===== src/rtl/msd_pkg.sv =====
// Purpose: Constants for the memory space decoder and external cycle sequencer
// Assumes: 100 MHz sys_clk, byte-wide external data port
// Notes:   Address map and external cycle phase lengths
// Notes on behaviour
// Program 0..7FFFh goes to on-chip program memory
// Data 0..04FFh goes to on-chip RAM
// Fetches above 32K run external cycles
// Data strobe stays high for on-chip cycles
// Space select driven on each external cycle
// Unpaged spaces are 64K, 16-bit address
// Paging extends upper 32K to 8M
// OTP variant reserves top 64 program bytes
// Off-chip address on three ports
// Address strobe pulses once per cycle start
// Direction low only for external writes
// Write data driven with strobe; read data sampled
// Data above RAM goes external, select shows data
package msd_pkg;
  localparam logic [15:0] PROG_ONCHIP_TOP = 16'h7FFF;
  localparam logic [15:0] DATA_RAM_TOP    = 16'h04FF;
  localparam logic [15:0] OTP_RSV_BASE    = 16'hFFC0;
  localparam int          ADDR_W          = 16;
  localparam int          BANK_W          = 8;
  // Phase lengths in sys_clk cycles
  localparam logic [3:0]  AS_LOW_CYC      = 4'h2;
  localparam logic [3:0]  AS_HOLD_CYC     = 4'h1;
  localparam logic [3:0]  DS_LOW_CYC      = 4'h3;
  localparam logic [3:0]  END_CYC         = 4'h1;
  typedef enum logic [2:0] {
    MSD_IDLE  = 3'b000,
    MSD_ASLOW = 3'b001,
    MSD_AHOLD = 3'b010,
    MSD_DSLOW = 3'b011,
    MSD_END   = 3'b100,
    MSD_INT   = 3'b101
  } msd_state_type;
endpackage : msd_pkg


===== src/rtl/msd_decoder.sv =====
// Purpose: Steers core memory requests on-chip or to an external bus cycle
// Assumes: One request at a time, held until done pulses; ext_rdata is async
// Notes:   All outputs registered; one clock domain
`timescale 1ns/1ps
module msd_decoder #(
  parameter bit OTP_VARIANT = 1'b0
) (
  input  wire logic        sys_clk,
  input  wire logic        nrst,
  input  wire logic        req,
  input  wire logic        req_prog,
  input  wire logic        req_write,
  input  wire logic [15:0] req_addr,
  input  wire logic [7:0]  req_wdata,
  input  wire logic        bank_en,
  input  wire logic [7:0]  bank_sel,
  input  wire logic [7:0]  ext_rdata,
  output logic             done,
  output logic             reserved_err,
  output logic [7:0]       rdata,
  output logic             sel_prog_rom,
  output logic             sel_data_ram,
  output logic             address_strobe_n,
  output logic             data_strobe_n,
  output logic             rd_wr_n,
  output logic             prog_data_sel,
  output logic [7:0]       ad_out,
  output logic             ad_oe,
  output logic [7:0]       addr_hi,
  output logic [7:0]       addr_lo,
  output logic [7:0]       bank_addr
);
  typedef struct packed {
    msd_pkg::msd_state_type st;
    logic [3:0] cnt;
    logic       done;
    logic       rsv;
    logic [7:0] rdata;
    logic       rom;
    logic       ram;
    logic       as_n;
    logic       ds_n;
    logic       rw;
    logic       pd;
    logic [7:0] ad;
    logic       ad_oe;
    logic [7:0] ahi;
    logic [7:0] alo;
    logic [7:0] bank;
    logic [7:0] wdat;
    logic       wr;
  } msd_regs_type;

  msd_regs_type q, d;
  logic [7:0] rd_s1, rd_s2;
  logic       is_int, is_rsv;

  // Read data port from pins passes two flops
  always_ff @(posedge sys_clk or negedge nrst) begin
    if (!nrst) begin
      rd_s1 <= 8'h00;
      rd_s2 <= 8'h00;
    end else begin
      rd_s1 <= ext_rdata;
      rd_s2 <= rd_s1;
    end
  end

  // Space decode of the incoming request
  always_comb begin
    if (req_prog) begin
      is_int = (req_addr <= msd_pkg::PROG_ONCHIP_TOP);
      is_rsv = OTP_VARIANT && (req_addr >= msd_pkg::OTP_RSV_BASE);
    end else begin
      is_int = (req_addr <= msd_pkg::DATA_RAM_TOP);
      is_rsv = 1'b0;
    end
  end

  // Cycle sequencer
  always_comb begin
    d      = q;
    d.done = 1'b0;
    d.rsv  = 1'b0;
    d.cnt  = (q.cnt != 4'h0) ? q.cnt - 4'h1 : 4'h0;
    case (q.st)
      msd_pkg::MSD_IDLE: begin
        d.rw    = 1'b1;
        d.ad_oe = 1'b0;
        if (req) begin
          d.ahi  = req_addr[15:8];
          d.alo  = req_addr[7:0];
          d.ad   = req_addr[7:0];
          d.ad_oe = 1'b1;
          d.pd   = req_prog;
          d.wr   = req_write;
          d.wdat = req_wdata;
          // Upper half is paged only when paging is on
          d.bank = (bank_en && req_addr[15]) ? bank_sel : 8'h00;
          d.rom  = is_int && req_prog;
          d.ram  = is_int && !req_prog;
          d.rw   = !(req_write && !is_int);
          d.as_n = 1'b0;
          d.cnt  = msd_pkg::AS_LOW_CYC - 4'h1;
          d.st   = is_rsv ? msd_pkg::MSD_END : msd_pkg::MSD_ASLOW;
          // Reserved marker rides in the counter so the flag pulses with done
          if (is_rsv) begin
            d.cnt   = '1;
            d.as_n  = 1'b1;
            d.ad_oe = 1'b0;
            d.rw    = 1'b1;
          end
        end
      end
      msd_pkg::MSD_ASLOW: begin
        if (q.cnt == 4'h0) begin
          d.as_n = 1'b1;
          d.cnt  = msd_pkg::AS_HOLD_CYC - 4'h1;
          d.st   = msd_pkg::MSD_AHOLD;
        end
      end
      msd_pkg::MSD_AHOLD: begin
        if (q.cnt == 4'h0) begin
          d.cnt = msd_pkg::DS_LOW_CYC - 4'h1;
          if (q.rom || q.ram) begin
            d.st = msd_pkg::MSD_INT;
          end else begin
            d.ds_n  = 1'b0;
            d.ad    = q.wdat;
            d.ad_oe = q.wr;
            d.st    = msd_pkg::MSD_DSLOW;
          end
        end
      end
      msd_pkg::MSD_DSLOW: begin
        if (q.cnt == 4'h0) begin
          d.ds_n  = 1'b1;
          d.rdata = q.wr ? 8'h00 : rd_s2;
          d.cnt   = msd_pkg::END_CYC - 4'h1;
          d.st    = msd_pkg::MSD_END;
        end
      end
      msd_pkg::MSD_INT: begin
        d.ds_n = 1'b1;
        if (q.cnt == 4'h0) begin
          d.st = msd_pkg::MSD_END;
        end
      end
      msd_pkg::MSD_END: begin
        d.ad_oe = 1'b0;
        d.rw    = 1'b1;
        d.rom   = 1'b0;
        d.ram   = 1'b0;
        d.done  = 1'b1;
        d.rsv   = (q.cnt != 4'h0);
        d.st    = msd_pkg::MSD_IDLE;
      end
      default: d.st = msd_pkg::MSD_IDLE;
    endcase
  end

  // State register
  always_ff @(posedge sys_clk or negedge nrst) begin
    if (!nrst) begin
      q      <= '0;
      q.as_n <= 1'b1;
      q.ds_n <= 1'b1;
      q.rw   <= 1'b1;
      q.st   <= msd_pkg::MSD_IDLE;
    end else begin
      q <= d;
    end
  end

  assign done             = q.done;
  assign reserved_err     = q.rsv;
  assign rdata            = q.rdata;
  assign sel_prog_rom     = q.rom;
  assign sel_data_ram     = q.ram;
  assign address_strobe_n = q.as_n;
  assign data_strobe_n    = q.ds_n;
  assign rd_wr_n          = q.rw;
  assign prog_data_sel    = q.pd;
  assign ad_out           = q.ad;
  assign ad_oe            = q.ad_oe;
  assign addr_hi          = q.ahi;
  assign addr_lo          = q.alo;
  assign bank_addr        = q.bank;
endmodule : msd_decoder


===== config.mk =====
export PLATFORM = sky130hd
export DESIGN_NAME = msd_decoder
export DESIGN_NICKNAME = d
export VERILOG_FILES = /design/src/rtl/msd_pkg.sv /design/src/rtl/msd_decoder.sv
export SDC_FILE = /design/constraint.sdc
export NUM_CORES = 1
export LEC_CHECK = 0
export BUFFER_PORTS_ARGS = -buffer_cell sky130_fd_sc_hd__buf_2
export CAP_MARGIN = 0
export CORE_AREA = 2 2 105 107
export CTS_CLUSTER_DIAMETER = 60
export DETAILED_ROUTE_END_ITERATION = 16
export DIE_AREA = 0 0 107 109
export GPL_ROUTABILITY_DRIVEN = 1
export PLACE_DENSITY = 0.57
export SKIP_LAST_GASP = 1
export SYNTH_ARGS = -nofsm -noshare
export SYNTH_HDL_FRONTEND = slang
export SYNTH_SLANG_ARGS = --single-unit

===== constraint.sdc =====
create_clock -name sys_clk -period 2.1 [get_ports sys_clk]
set_clock_uncertainty 0.05 [all_clocks]
set_input_delay 0.21 -clock sys_clk [delete_from_list [all_inputs] [get_ports sys_clk]]
set_output_delay 0.21 -clock sys_clk [all_outputs]
set_load 0.01 [all_outputs]

* Word level (Yosys, flattened, before mapping)
Cells that the tools add are included.
** Word-level totals
- Word-level logic and storage cells :: 84
- Register bits after elaboration :: 81
- Output and inout port bits :: 49
** Cells by class
- Add/subtract/negate cells :: 1
- Order comparisons :: 2
- Reduce and logical (&&, ||, !) cells :: 24
- Equal/unequal tests :: 11
- Multiplexer cells :: 26
** Operators by type and width (count)
- 44-bit two-way mux :: 1
- 7-bit two-way mux :: 4
- 9-bit two-way mux :: 2
- 16-bit by 11-bit <= comparator with 1-bit output, second input constant :: 1
- 16-bit by 15-bit <= comparator with 1-bit output, second input constant :: 1
- 8-bit two-way mux :: 2
- 4-bit one-hot mux with 4 select lines :: 1
- 8-bit one-hot mux with 2 select lines :: 1
- 3-bit one-hot mux with 5 select lines :: 1
- 2-bit inequality test, second input constant :: 6
- 3-bit two-way mux :: 3
- 4-bit AND reduction :: 2
- 3-bit by 2-bit equality test with 1-bit output, second input constant :: 2
- 3-bit equality test, second input constant :: 2
- 1-bit one-hot mux with 3 select lines :: 2
- 2-bit AND reduction :: 3
- 3-bit AND reduction :: 2
- 2-bit nonzero test :: 3
- 3-bit nonzero test :: 2
- 5-bit AND reduction :: 1
- 1-bit logical AND :: 4
- 4-bit logical NOT :: 1
- 1-bit two-way mux :: 4
- 4-bit two-way mux :: 1
- other kinds (9) :: 12

* Logic depth before layout (Yosys ltp)
Gate-level depths: netlist of run 1.
- Depth after elaboration :: 7
- Depth in mapped cells :: 7
- Depth with buffers taken out :: 5

* Worst setup path after synthesis of run 1
OpenSTA, ideal clock, no wires.
- Path kind :: register to register
- Start point :: register q[58] (netlist bit)
- End point :: register q (netlist bit ad_out[3])
- Path buffers :: 2
- Arrival :: 1608 ps
- Cell stages (with the launch flop) :: 8
- Path slack :: 316 ps
- Cell sequence :: dfrtp_1 > inv_1 > ha_1 > or3b_1 > buf_2 > buf_6 > o21a_1 > o32a_1
** Between the ends
- Longest elaborated chain between the ends :: 3
** RTL lines
- start: declaration :: RTL line msd_decoder.sv:54 : msd_regs_type q, d;
- 4-bit logical NOT :: RTL line msd_decoder.sv:123 : if (q.cnt == 4'h0) begin
- 2-bit inequality test (no line)
- 4-bit AND reduction (no line)
No other way between the ends.
A chain may end at the register's enable or synchronous reset.

* Worst setup path after layout of run 1
Same ends and word-level chain as after synthesis.

==> flow_summary.yaml, run 1 <==
run_status:
  status: "finished, final reports clean"
synth:
  synth_area_sq_mm: 0.00361
  ys_warn_count: 0
  synth_edf_count: 0
  synthCells: 346
  synth.distinct_cells: 42
  synth.avg_cell_area_sq_um: 10.4
  async_flop_share: 1.00
  synthFlopType: "dfrtp_1"
  ys_seq_elements: 81
  yosysSeqAreaShare: 0.562
  syn-num-nets: 394
cts:
  tritoncts: "yes"
  clk_latency_ns: 0.34
  h-tree-depth: 3
  cts.reportedPaths.clkPinSlew_ns: 0.08
  cts-root-buf: "clkbuf_8"
  cts_sinks: 81
  clockBufferDepth: 2
  cts_buffers: 9
  post_cts_resized: 0
worst_setup_path:
  required_ns: 2.28
  arrival_ns: 2.05
  startpoint_type: "flop"
  cp-end-kind: "flop"
  worstSetupPathType: "reg2reg"
  worstPathMaxFanout: 7
  r2r_slack_ns: 0.23
grt:
  antenna_found_initial: 0
  first_global_vias: 2433
  overflow: 0
  grt_max_degree: 47
  grt_usage: 0.140
  grt_pass1_wl_um: 12600
power:
  p_leak_nw: 2.19
  peakVddDrop_mv: 0.488
  p_per_area_mw_per_mm2: 1330
timing:
  fin_setup_tns_ns: 0
  hold_viol_final: 0
  fmax_ghz: 0.535
  post-route-period-util: 0.890
  slew-limit-headroom: 0.581
  finalMaxSlewViolations: 0
  worstMarginPinSlew_ns: 0.625
  setup_viol: 0
  rsz0062_at_grt: "no"
  period_needed_ns: 1.87
drt:
  wl_per_cell_um: 13.8
  initialDrtViolationCount: 128
  wl_um: 7770
  antenna_left: 0
  drc: 0
  avgViaCountPerCell: 4.51
  drt-pass1-iter-count: 4
  vias: 2531
floorplan:
  design.core.area_sq_mm: 0.0106
  fp.dieH_um: 109
  fp-row-count: 38
  io_pins: 95
  dieWidth_um: 107
  start_util: 0.341
  die_area_sq_mm: 0.0117
finish:
  drive_gt1_frac: 0.314
  fin_nets: 464
  area_growth_pct: 19.2
  fin_cells: 561
  antennaDiodeCount: 0
  final_util: 0.406
placement:
  place_inst: 530
  gp_congestion: 0.745
  hpwlAfterDp_um: 5440
  port_buffers: 94
min_path:
  hp-class: "in2reg"
flow_run:
  max_cap_viol_count: 0
==> critical path, stage by stage, from the launching register on <==
cell	delay, ns
dfrtp_1	0.40
inv_1	0.08
ha_1	0.15
or3b_1	0.43
buf_4	0.20
o21a_1	0.17
o32a_1	0.28
==> routing by layer <==
metal	track usage	vias to the layer above	part of all wire
li1	-	1244	-
met1	0.191	1226	0.45
met2	0.217	53	0.49
met3	0.0412	8	0.045
met4	0.0445	0	0.012
met5	0	-	0
==> synth_stat cells, drive strengths merged, types with 2 or more instances <==
| cell type | n | share of area |
|---|---|---|
| nand2 | 95 | 0.099 |
| dfrtp | 78 | 0.54 |
| buf | 55 | 0.11 |
| nand3 | 12 | 0.017 |
| nor2b | 11 | 0.019 |
| mux2 | 9 | 0.028 |
| o21a | 9 | 0.019 |
| and3 | 8 | 0.014 |
| nor2 | 8 | 0.0083 |
| o32a | 8 | 0.022 |
| o21ai | 6 | 0.0083 |
| inv | 4 | 0.0042 |
| nor3 | 4 | 0.0055 |
| clkbuf | 3 | 0.0031 |
| dfstp | 3 | 0.022 |
| nand2b | 3 | 0.0052 |
| nor3b | 3 | 0.0076 |
| or3b | 3 | 0.0073 |
| xnor2 | 3 | 0.0073 |
| a22o | 2 | 0.0048 |
| a31oi | 2 | 0.0035 |
| ha | 2 | 0.0069 |
==> layout make-up <==
cell class	count	area, sq um
tap	140	175
multi-input combinational	203	1160
clock inverter	2	60.1
sequential	81	2030
timing repair buffer	117	708
inverter	4	15.0
fill	1061	6290
clock buffer	14	163
==> per-stage QoR <==
stage	setup slack [ns]	power (mW)	hold slack, ns	instance area [sq um]
floorplan	0.316	4.17	-0.136	3610
detailed placement	0.247	4.49	0.156	3940
CTS	0.234	5.80	0.00192	4310
global placement	0.277	4.44	0.150	3940
global route	0.0337	6.15	0.00283	4310
finish	0.230	5.71	0.0156	4310
==> cell usage in the layout (no fill, tap or decap), drive strengths merged <==
cell and n:
buf 102, ha 2, dlygate4sd3 15, nor4b 1, a211oi 1, inv 4
bufinv 2, nor3 4, o22ai 1, a22oi 1, mux2 9, nand2b 3
a41oi 1, nor2b 11, dfrtp 78, o21ai 6, and3 8, or3 1
nor3b 3, nor4 1, o21a 9, xnor2 3, o32a 8, a21oi 1
a22o 2, nor2 8, o31ai 1, clkbuf 14, nand2 95, o22a 1
a311oi 1, nand3 12, dfstp 3, and2 1, a21o 1, mux2i 1
or4b 1, a31oi 2, or3b 3
==> repair_timing <==
item	4_1_cts	5_1_grt
hold endpoints to repair	47	0
hold buffers	15	0
buffers inserted	0	0
==> power by group <==
part | internal, mW | switching (mW) | leakage [nW] | total [mW]
logic | 0.904 | 1.03 | 1.08 | 1.93
clock network | 0.737 | 0.526 | 0.111 | 1.26
registers | 2.13 | 0.391 | 1.00 | 2.52
==> state kept, by name, indices dropped and copies added, names as in the netlist, 8 cells and up <==
name and flops:
rd_s2 8, rd_s1 8, addr_lo 8, bank_addr 8, ad_out 8, rdata 8
q 16, addr_hi 8
==> worst paths after layout <==
path | endpoint | startpoint | depth (start not counted)
max | ad_out[3] | q[58] | 6
min | q[8] | req_wdata[7] | 3
max reg2reg | ad_out[3] | q[58] | 6
min reg2reg | rd_s2[1] | rd_s1[1] | 0
max in group asynchronous | rd_wr_n | nrst | 3
min in group asynchronous | done | nrst | 2
==> logic make-up after synthesis <==
family                   after synthesis  share of synthesized area
flip-flops                            81                      0.562
buffers and inverters                 62                      0.120
adder cells (fa/ha/maj)                2                    0.00692
multiplexers                          10                     0.0308
AND/OR/NAND/NOR                      152                      0.193
XOR/XNOR                               3                    0.00727
AO/OA/AOI/OAI                         36                     0.0800
No activity file was read; power rests on OpenSTA's default activity.
==> run 2: changes to the inputs <==
--- a/config.mk
+++ b/config.mk
@@ -13,6 +13,7 @@
 export DIE_AREA = 0 0 107 109
 export GPL_ROUTABILITY_DRIVEN = 1
 export PLACE_DENSITY = 0.57
+export SETUP_SLACK_MARGIN = 0.4
 export SKIP_LAST_GASP = 1
 export SYNTH_ARGS = -nofsm -noshare
 export SYNTH_HDL_FRONTEND = slang
==> flow_summary.yaml, run 2 (synthesis results as in run 1) <==
timing:
  hold_viol_final: 0
  finalMaxSlewViolations: 0
  rsz0062_at_grt: "yes"
  fmax_ghz: 0.583
  post-route-period-util: 0.817
  setup_viol: 0
  slew-limit-headroom: 0.703
  whs_ns: 0.0128
  worstMarginPinSlew_ns: 0.446
  period_needed_ns: 1.72
  setup_slack_ns: 0.385
  fin_setup_tns_ns: 0
power:
  peakVddDrop_mv: 0.455
  power_mw: 5.91
  p_per_area_mw_per_mm2: 1320
  p_leak_nw: 2.26
worst_setup_path:
  cp-end-kind: "flop"
  worst-path-stages: 5
  crit_path_max_incr_delay_ns: 0.44
  crit_buf_inv: 1
  crit_chain: "inv_2, ha_4, or3b_4, o21a_1, o32a_1"
  rr_worst_depth: 5
  worstSetupPathType: "reg2reg"
  arrival_ns: 1.90
  cpLargestDelayFamily: "compound AO/OA/AOI/OAI gates"
  startpoint_type: "flop"
  crit_path_top_delay_cell: "or3b_4"
  required_ns: 2.28
  worstPathMaxFanout: 7
finish:
  fin_nets: 478
  largest-register: "q"
  drive_gt1_frac: 0.353
  final_common_cell: "nand2_1"
  area_growth_pct: 23.8
  fin_cells: 574
  largest_reg_flops: 16
  antennaDiodeCount: 0
  final_cell_mix: "nand2_1 (95), buf_2 (93), dfrtp_1 (75)"
drt:
  initialDrtViolationCount: 185
  wl_um: 8220
  vias: 2632
  drc: 0
  antenna_left: 0
  drt-pass1-iter-count: 4
  avgViaCountPerCell: 4.59
  wl_per_cell_um: 14.3
placement:
  place_worst_setup_slack_ns: 0.0814
  place_inst: 529
  hpwlAfterDp_um: 5440
  port_buffers: 94
  gp_congestion: 0.773
cts:
  cts_buffers: 9
  cts-root-buf: "clkbuf_8"
  cts_sinks: 81
  clockBufferDepth: 2
  h-tree-depth: 3
  clk_latency_ns: 0.35
  tritoncts: "yes"
  cts.reportedPaths.clkPinSlew_ns: 0.08
run_status:
  status: "finished, final reports clean"
floorplan:
  fp-row-count: 38
  design.core.area_sq_mm: 0.0106
  dieWidth_um: 107
  fp.dieH_um: 109
  start_util: 0.341
  io_pins: 95
  die_area_sq_mm: 0.0117
grt:
  grt_usage: 0.150
  grt_max_degree: 56
  antenna_found_initial: 0
  first_global_vias: 2651
  grt_pass1_wl_um: 13400
  overflow: 0
min_path:
  hp-class: "in2reg"
  hold_depth: 3
flow_run:
  max_cap_viol_count: 0
## run 2: changes by cell type in the layout (fill, tap and decap cells not counted), moves of 2 or more
cell | previous run | this run
buf_6 | 0 | 2
buf_4 | 7 | 13
dfrtp_1 | 78 | 75
or3b_1 | 2 | 0
inv_2 | 0 | 2
or3b_4 | 0 | 3
dfrtp_2 | 0 | 3
dlygate4sd3_1 | 15 | 19
inv_1 | 4 | 2
## run 2: per-layer routing
metal | routed length (um) | vias to the layer above | GRT usage
met5 | 0 | - | 0
met4 | 108 | 0 | 0.0538
met3 | 251 | 7 | 0.0353
met2 | 4120 | 47 | 0.242
met1 | 3740 | 1307 | 0.198
li1 | - | 1271 | -
## run 2: power breakdown
part / total [mW] / internal (mW) / switching (mW)
clock: 1.23 / 0.695 / 0.538
combinational: 2.15 / 1.04 / 1.11
sequential: 2.52 / 2.14 / 0.387
total: 5.91 / 3.87 / 2.03
## run 2: through the flow
step	area, sq um	utilization
after detailed placement	3940	0.372
after global placement	3940	0.372
after global routing	4470	0.422
final	4470	0.422
after CTS	4430	0.418
after floorplan	3620	-
## run 2: final timing paths
path | endpoint | startpoint | slack, ns
worst min-delay path | addr_hi[6] | req_addr[14] | 0.01
max in group asynchronous | data_strobe_n | nrst | 1.06
worst max register to register | ad_out[4] | q[59] | 0.38
min in group asynchronous | bank_addr[5] | nrst | 0.26
worst min register to register | rd_s2[3] | rd_s1[3] | 0.30
worst max-delay path | ad_out[4] | q[59] | 0.38
## run 2: worst register-to-register path, stage by stage (launching register included)
cell     delay (ns)
dfrtp_1        0.39
inv_2          0.08
ha_4           0.14
or3b_4         0.44
o21a_1         0.20
o32a_1         0.29
## run 2: area by class of cell
type / instances / area [sq um]
fill: 1062 / 6130
sequential: 81 / 2030
multi-input combinational: 204 / 1200
timing repair buffer: 130 / 836
tap: 140 / 175
clock buffer: 12 / 145
clock inverter: 3 / 65.1
inverter: 4 / 15.0
## run 2: repair_timing
action                                  in CTS  in global routing
endpoints found under the hold margin       43                  0
gates resized for setup                     14                  2
pin swaps                                    5                  7
hold buffers                                19                  0
endpoints found under the setup margin      22                 11
setup buffers                                5                  5
gates cloned                                 1                  0
==> run 3: changes to the inputs <==
==> constraint.sdc (replaced) <==
create_clock -name sys_clk -period 1.75 [get_ports sys_clk]
set_clock_uncertainty 0.05 [all_clocks]
set_input_delay 0.175 -clock sys_clk [delete_from_list [all_inputs] [get_ports sys_clk]]
set_output_delay 0.175 -clock sys_clk [all_outputs]
set_load 0.01 [all_outputs]
==> flow_summary.yaml, run 3 (synthesis results as in run 1) <==
run_status:
  status: "finished with violations"
  violations: "negative setup slack"
floorplan:
  fp.dieH_um: 109
  fp-row-count: 38
  design.core.area_sq_mm: 0.0106
  dieWidth_um: 107
  io_pins: 95
  start_util: 0.341
  die_area_sq_mm: 0.0117
worst_setup_path:
  startpoint_type: "flop"
  worstSetupPathType: "reg2reg"
  required_ns: 1.94
  crit_path_top_delay_cell: "dfrtp_1"
  arrival_ns: 1.95
  crit_path_max_incr_delay_ns: 0.39
  r2r_slack_ns: -0.01
  r2r_end: "ad_out[7]"
  cp-end-kind: "flop"
  worstPathMaxFanout: 7
  crit_chain: "inv_2, ha_4, or3b_4, buf_6, o21a_1, o32a_1"
  rr_worst_depth: 6
  r2r-start: "q[58]"
cts:
  cts_buffers: 9
  h-tree-depth: 3
  cts-root-buf: "clkbuf_8"
  clk_latency_ns: 0.35
  cts.reportedPaths.clkPinSlew_ns: 0.08
  tritoncts: "yes"
  clockBufferDepth: 2
  cts_sinks: 81
drt:
  wl_um: 10100
  wl_per_cell_um: 16.0
  drc: 0
  drt-pass1-iter-count: 5
  initialDrtViolationCount: 184
  antenna_left: 0
  avgViaCountPerCell: 4.65
  vias: 2944
timing:
  setup_slack_ns: -0.0130
  fmax_ghz: 0.567
  whs_ns: 0.0179
  worstMarginPinSlew_ns: 0.652
  rsz0062_at_grt: "yes"
  finalMaxSlewViolations: 0
  hold_viol_final: 0
  post-route-period-util: 1.01
  fin_setup_tns_ns: -0.0226
  setup_viol: 4
  slew-limit-headroom: 0.563
  period_needed_ns: 1.76
placement:
  gp_congestion: 0.811
  place_worst_setup_slack_ns: -0.0119
  hpwlAfterDp_um: 5760
  port_buffers: 94
finish:
  final_cell_mix: "buf_2 (93), dfrtp_1 (77), dlygate4sd3_1 (41)"
  drive_gt1_frac: 0.523
  largest-register: "q"
  area_growth_pct: 54.2
  final_common_cell: "buf_2"
  antennaDiodeCount: 0
  final_util: 0.526
  fin_nets: 537
  largest_reg_flops: 16
  fillers: 909
grt:
  antenna_found_initial: 0
  first_global_vias: 2889
  grt_usage: 0.171
  grt_pass1_wl_um: 15100
  overflow: 0
  grt_max_degree: 44
power:
  internal_power_mw: 5.41
  switching_power_mw: 2.92
  p_leak_nw: 2.73
  p_per_area_mw_per_mm2: 1490
  p_sw_frac: 0.350
  peakVddDrop_mv: 0.564
  clkPwrFrac: 0.186
  pwr-share-seq: 0.377
  p_comb_frac: 0.437
min_path:
  holdPathEnd: "prog_data_sel"
  min_from: "req_prog"
  hp-class: "in2reg"
  hold_depth: 3
flow_run:
  max_cap_viol_count: 0
-- run 3: changes by cell type in the layout (fill, tap and decap cells not counted), sizes merged --
| cell | before | now |
|---|---|---|
| bufbuf | 0 | 1 |
| buf | 111 | 146 |
| clkbuf | 12 | 15 |
| or3b | 4 | 3 |
| dlygate4sd3 | 19 | 41 |
| clkinv | 1 | 0 |
-- run 3: worst max path at each step --
stage               cells past startpoint  slack [ns]  start   endpoint
global placement                        6        0.03  q[58]  ad_out[5]
floorplan                               7       -0.03  q[58]  ad_out[3]
finish                                  6       -0.01  q[58]  ad_out[7]
global route                            7       -0.09  q[59]  ad_out[7]
detailed placement                      6       -0.01  q[58]  ad_out[3]
CTS                                     6       0.004  q[58]  ad_out[7]
-- run 3: final cells by class --
class,count,area (sq um),share of cell area
clock buffer,13,169,0.0303
multi-input combinational,203,1530,0.275
timing repair buffer,190,1590,0.285
sequential,81,2030,0.365
inverter,4,15.0,0.00269
clock inverter,2,60.1,0.0108
tap,140,175,0.0314
-- run 3: worst max-delay path: cells and delay by family, from the launching register on --
family	cells	cell delay, ns
flip-flops	1	0.39
buffers and inverters	2	0.23
AND/OR/NAND/NOR	1	0.39
AO/OA/AOI/OAI	2	0.45
adder cells (fa/ha/maj)	1	0.13
-- run 3: power by group through the flow --
stage          Sequential, mW  Combinational [mW]  Clock, mW
2_1_floorplan            2.93                2.13          0
3_3_place_gp             3.02                2.48          0
3_5_place_dp             3.03                2.53          0
4_1_cts                  3.06                3.13       1.59
5_1_grt                  3.22                3.93       1.66
6_report                 3.14                3.64       1.55
-- run 3: metal layers --
| layer | share of wire | track usage | vias up |
|---|---|---|---|
| li1 | - | - | 1391 |
| met4 | 0.026 | 0.0844 | 0 |
| met3 | 0.032 | 0.0400 | 21 |
| met5 | 0 | 0 | - |
| met1 | 0.43 | 0.220 | 1462 |
| met2 | 0.51 | 0.272 | 70 |
-- run 3: repair_timing --
item                       in CTS  in global routing
cloned                          9                  2
hold buffers                   41                  0
hold endpoints to repair       79                  0
setup endpoints to repair      65                 65
gates resized for setup        61                 72
pin swaps                      15                 35
buffers inserted               10                 13
-- run 3: stage by stage --
| step | total power [mW] | cells | instance area [sq um] |
|---|---|---|---|
| 3_5_place_dp | 5.56 | 543 | 4050 |
| 2_1_floorplan | 5.06 | 346 | 3660 |
| 3_3_place_gp | 5.50 | 543 | 4050 |
| 5_1_grt | 8.82 | 633 | 5570 |
| 6_report | 8.33 | 633 | 5570 |
| 4_1_cts | 7.77 | 618 | 5160 |
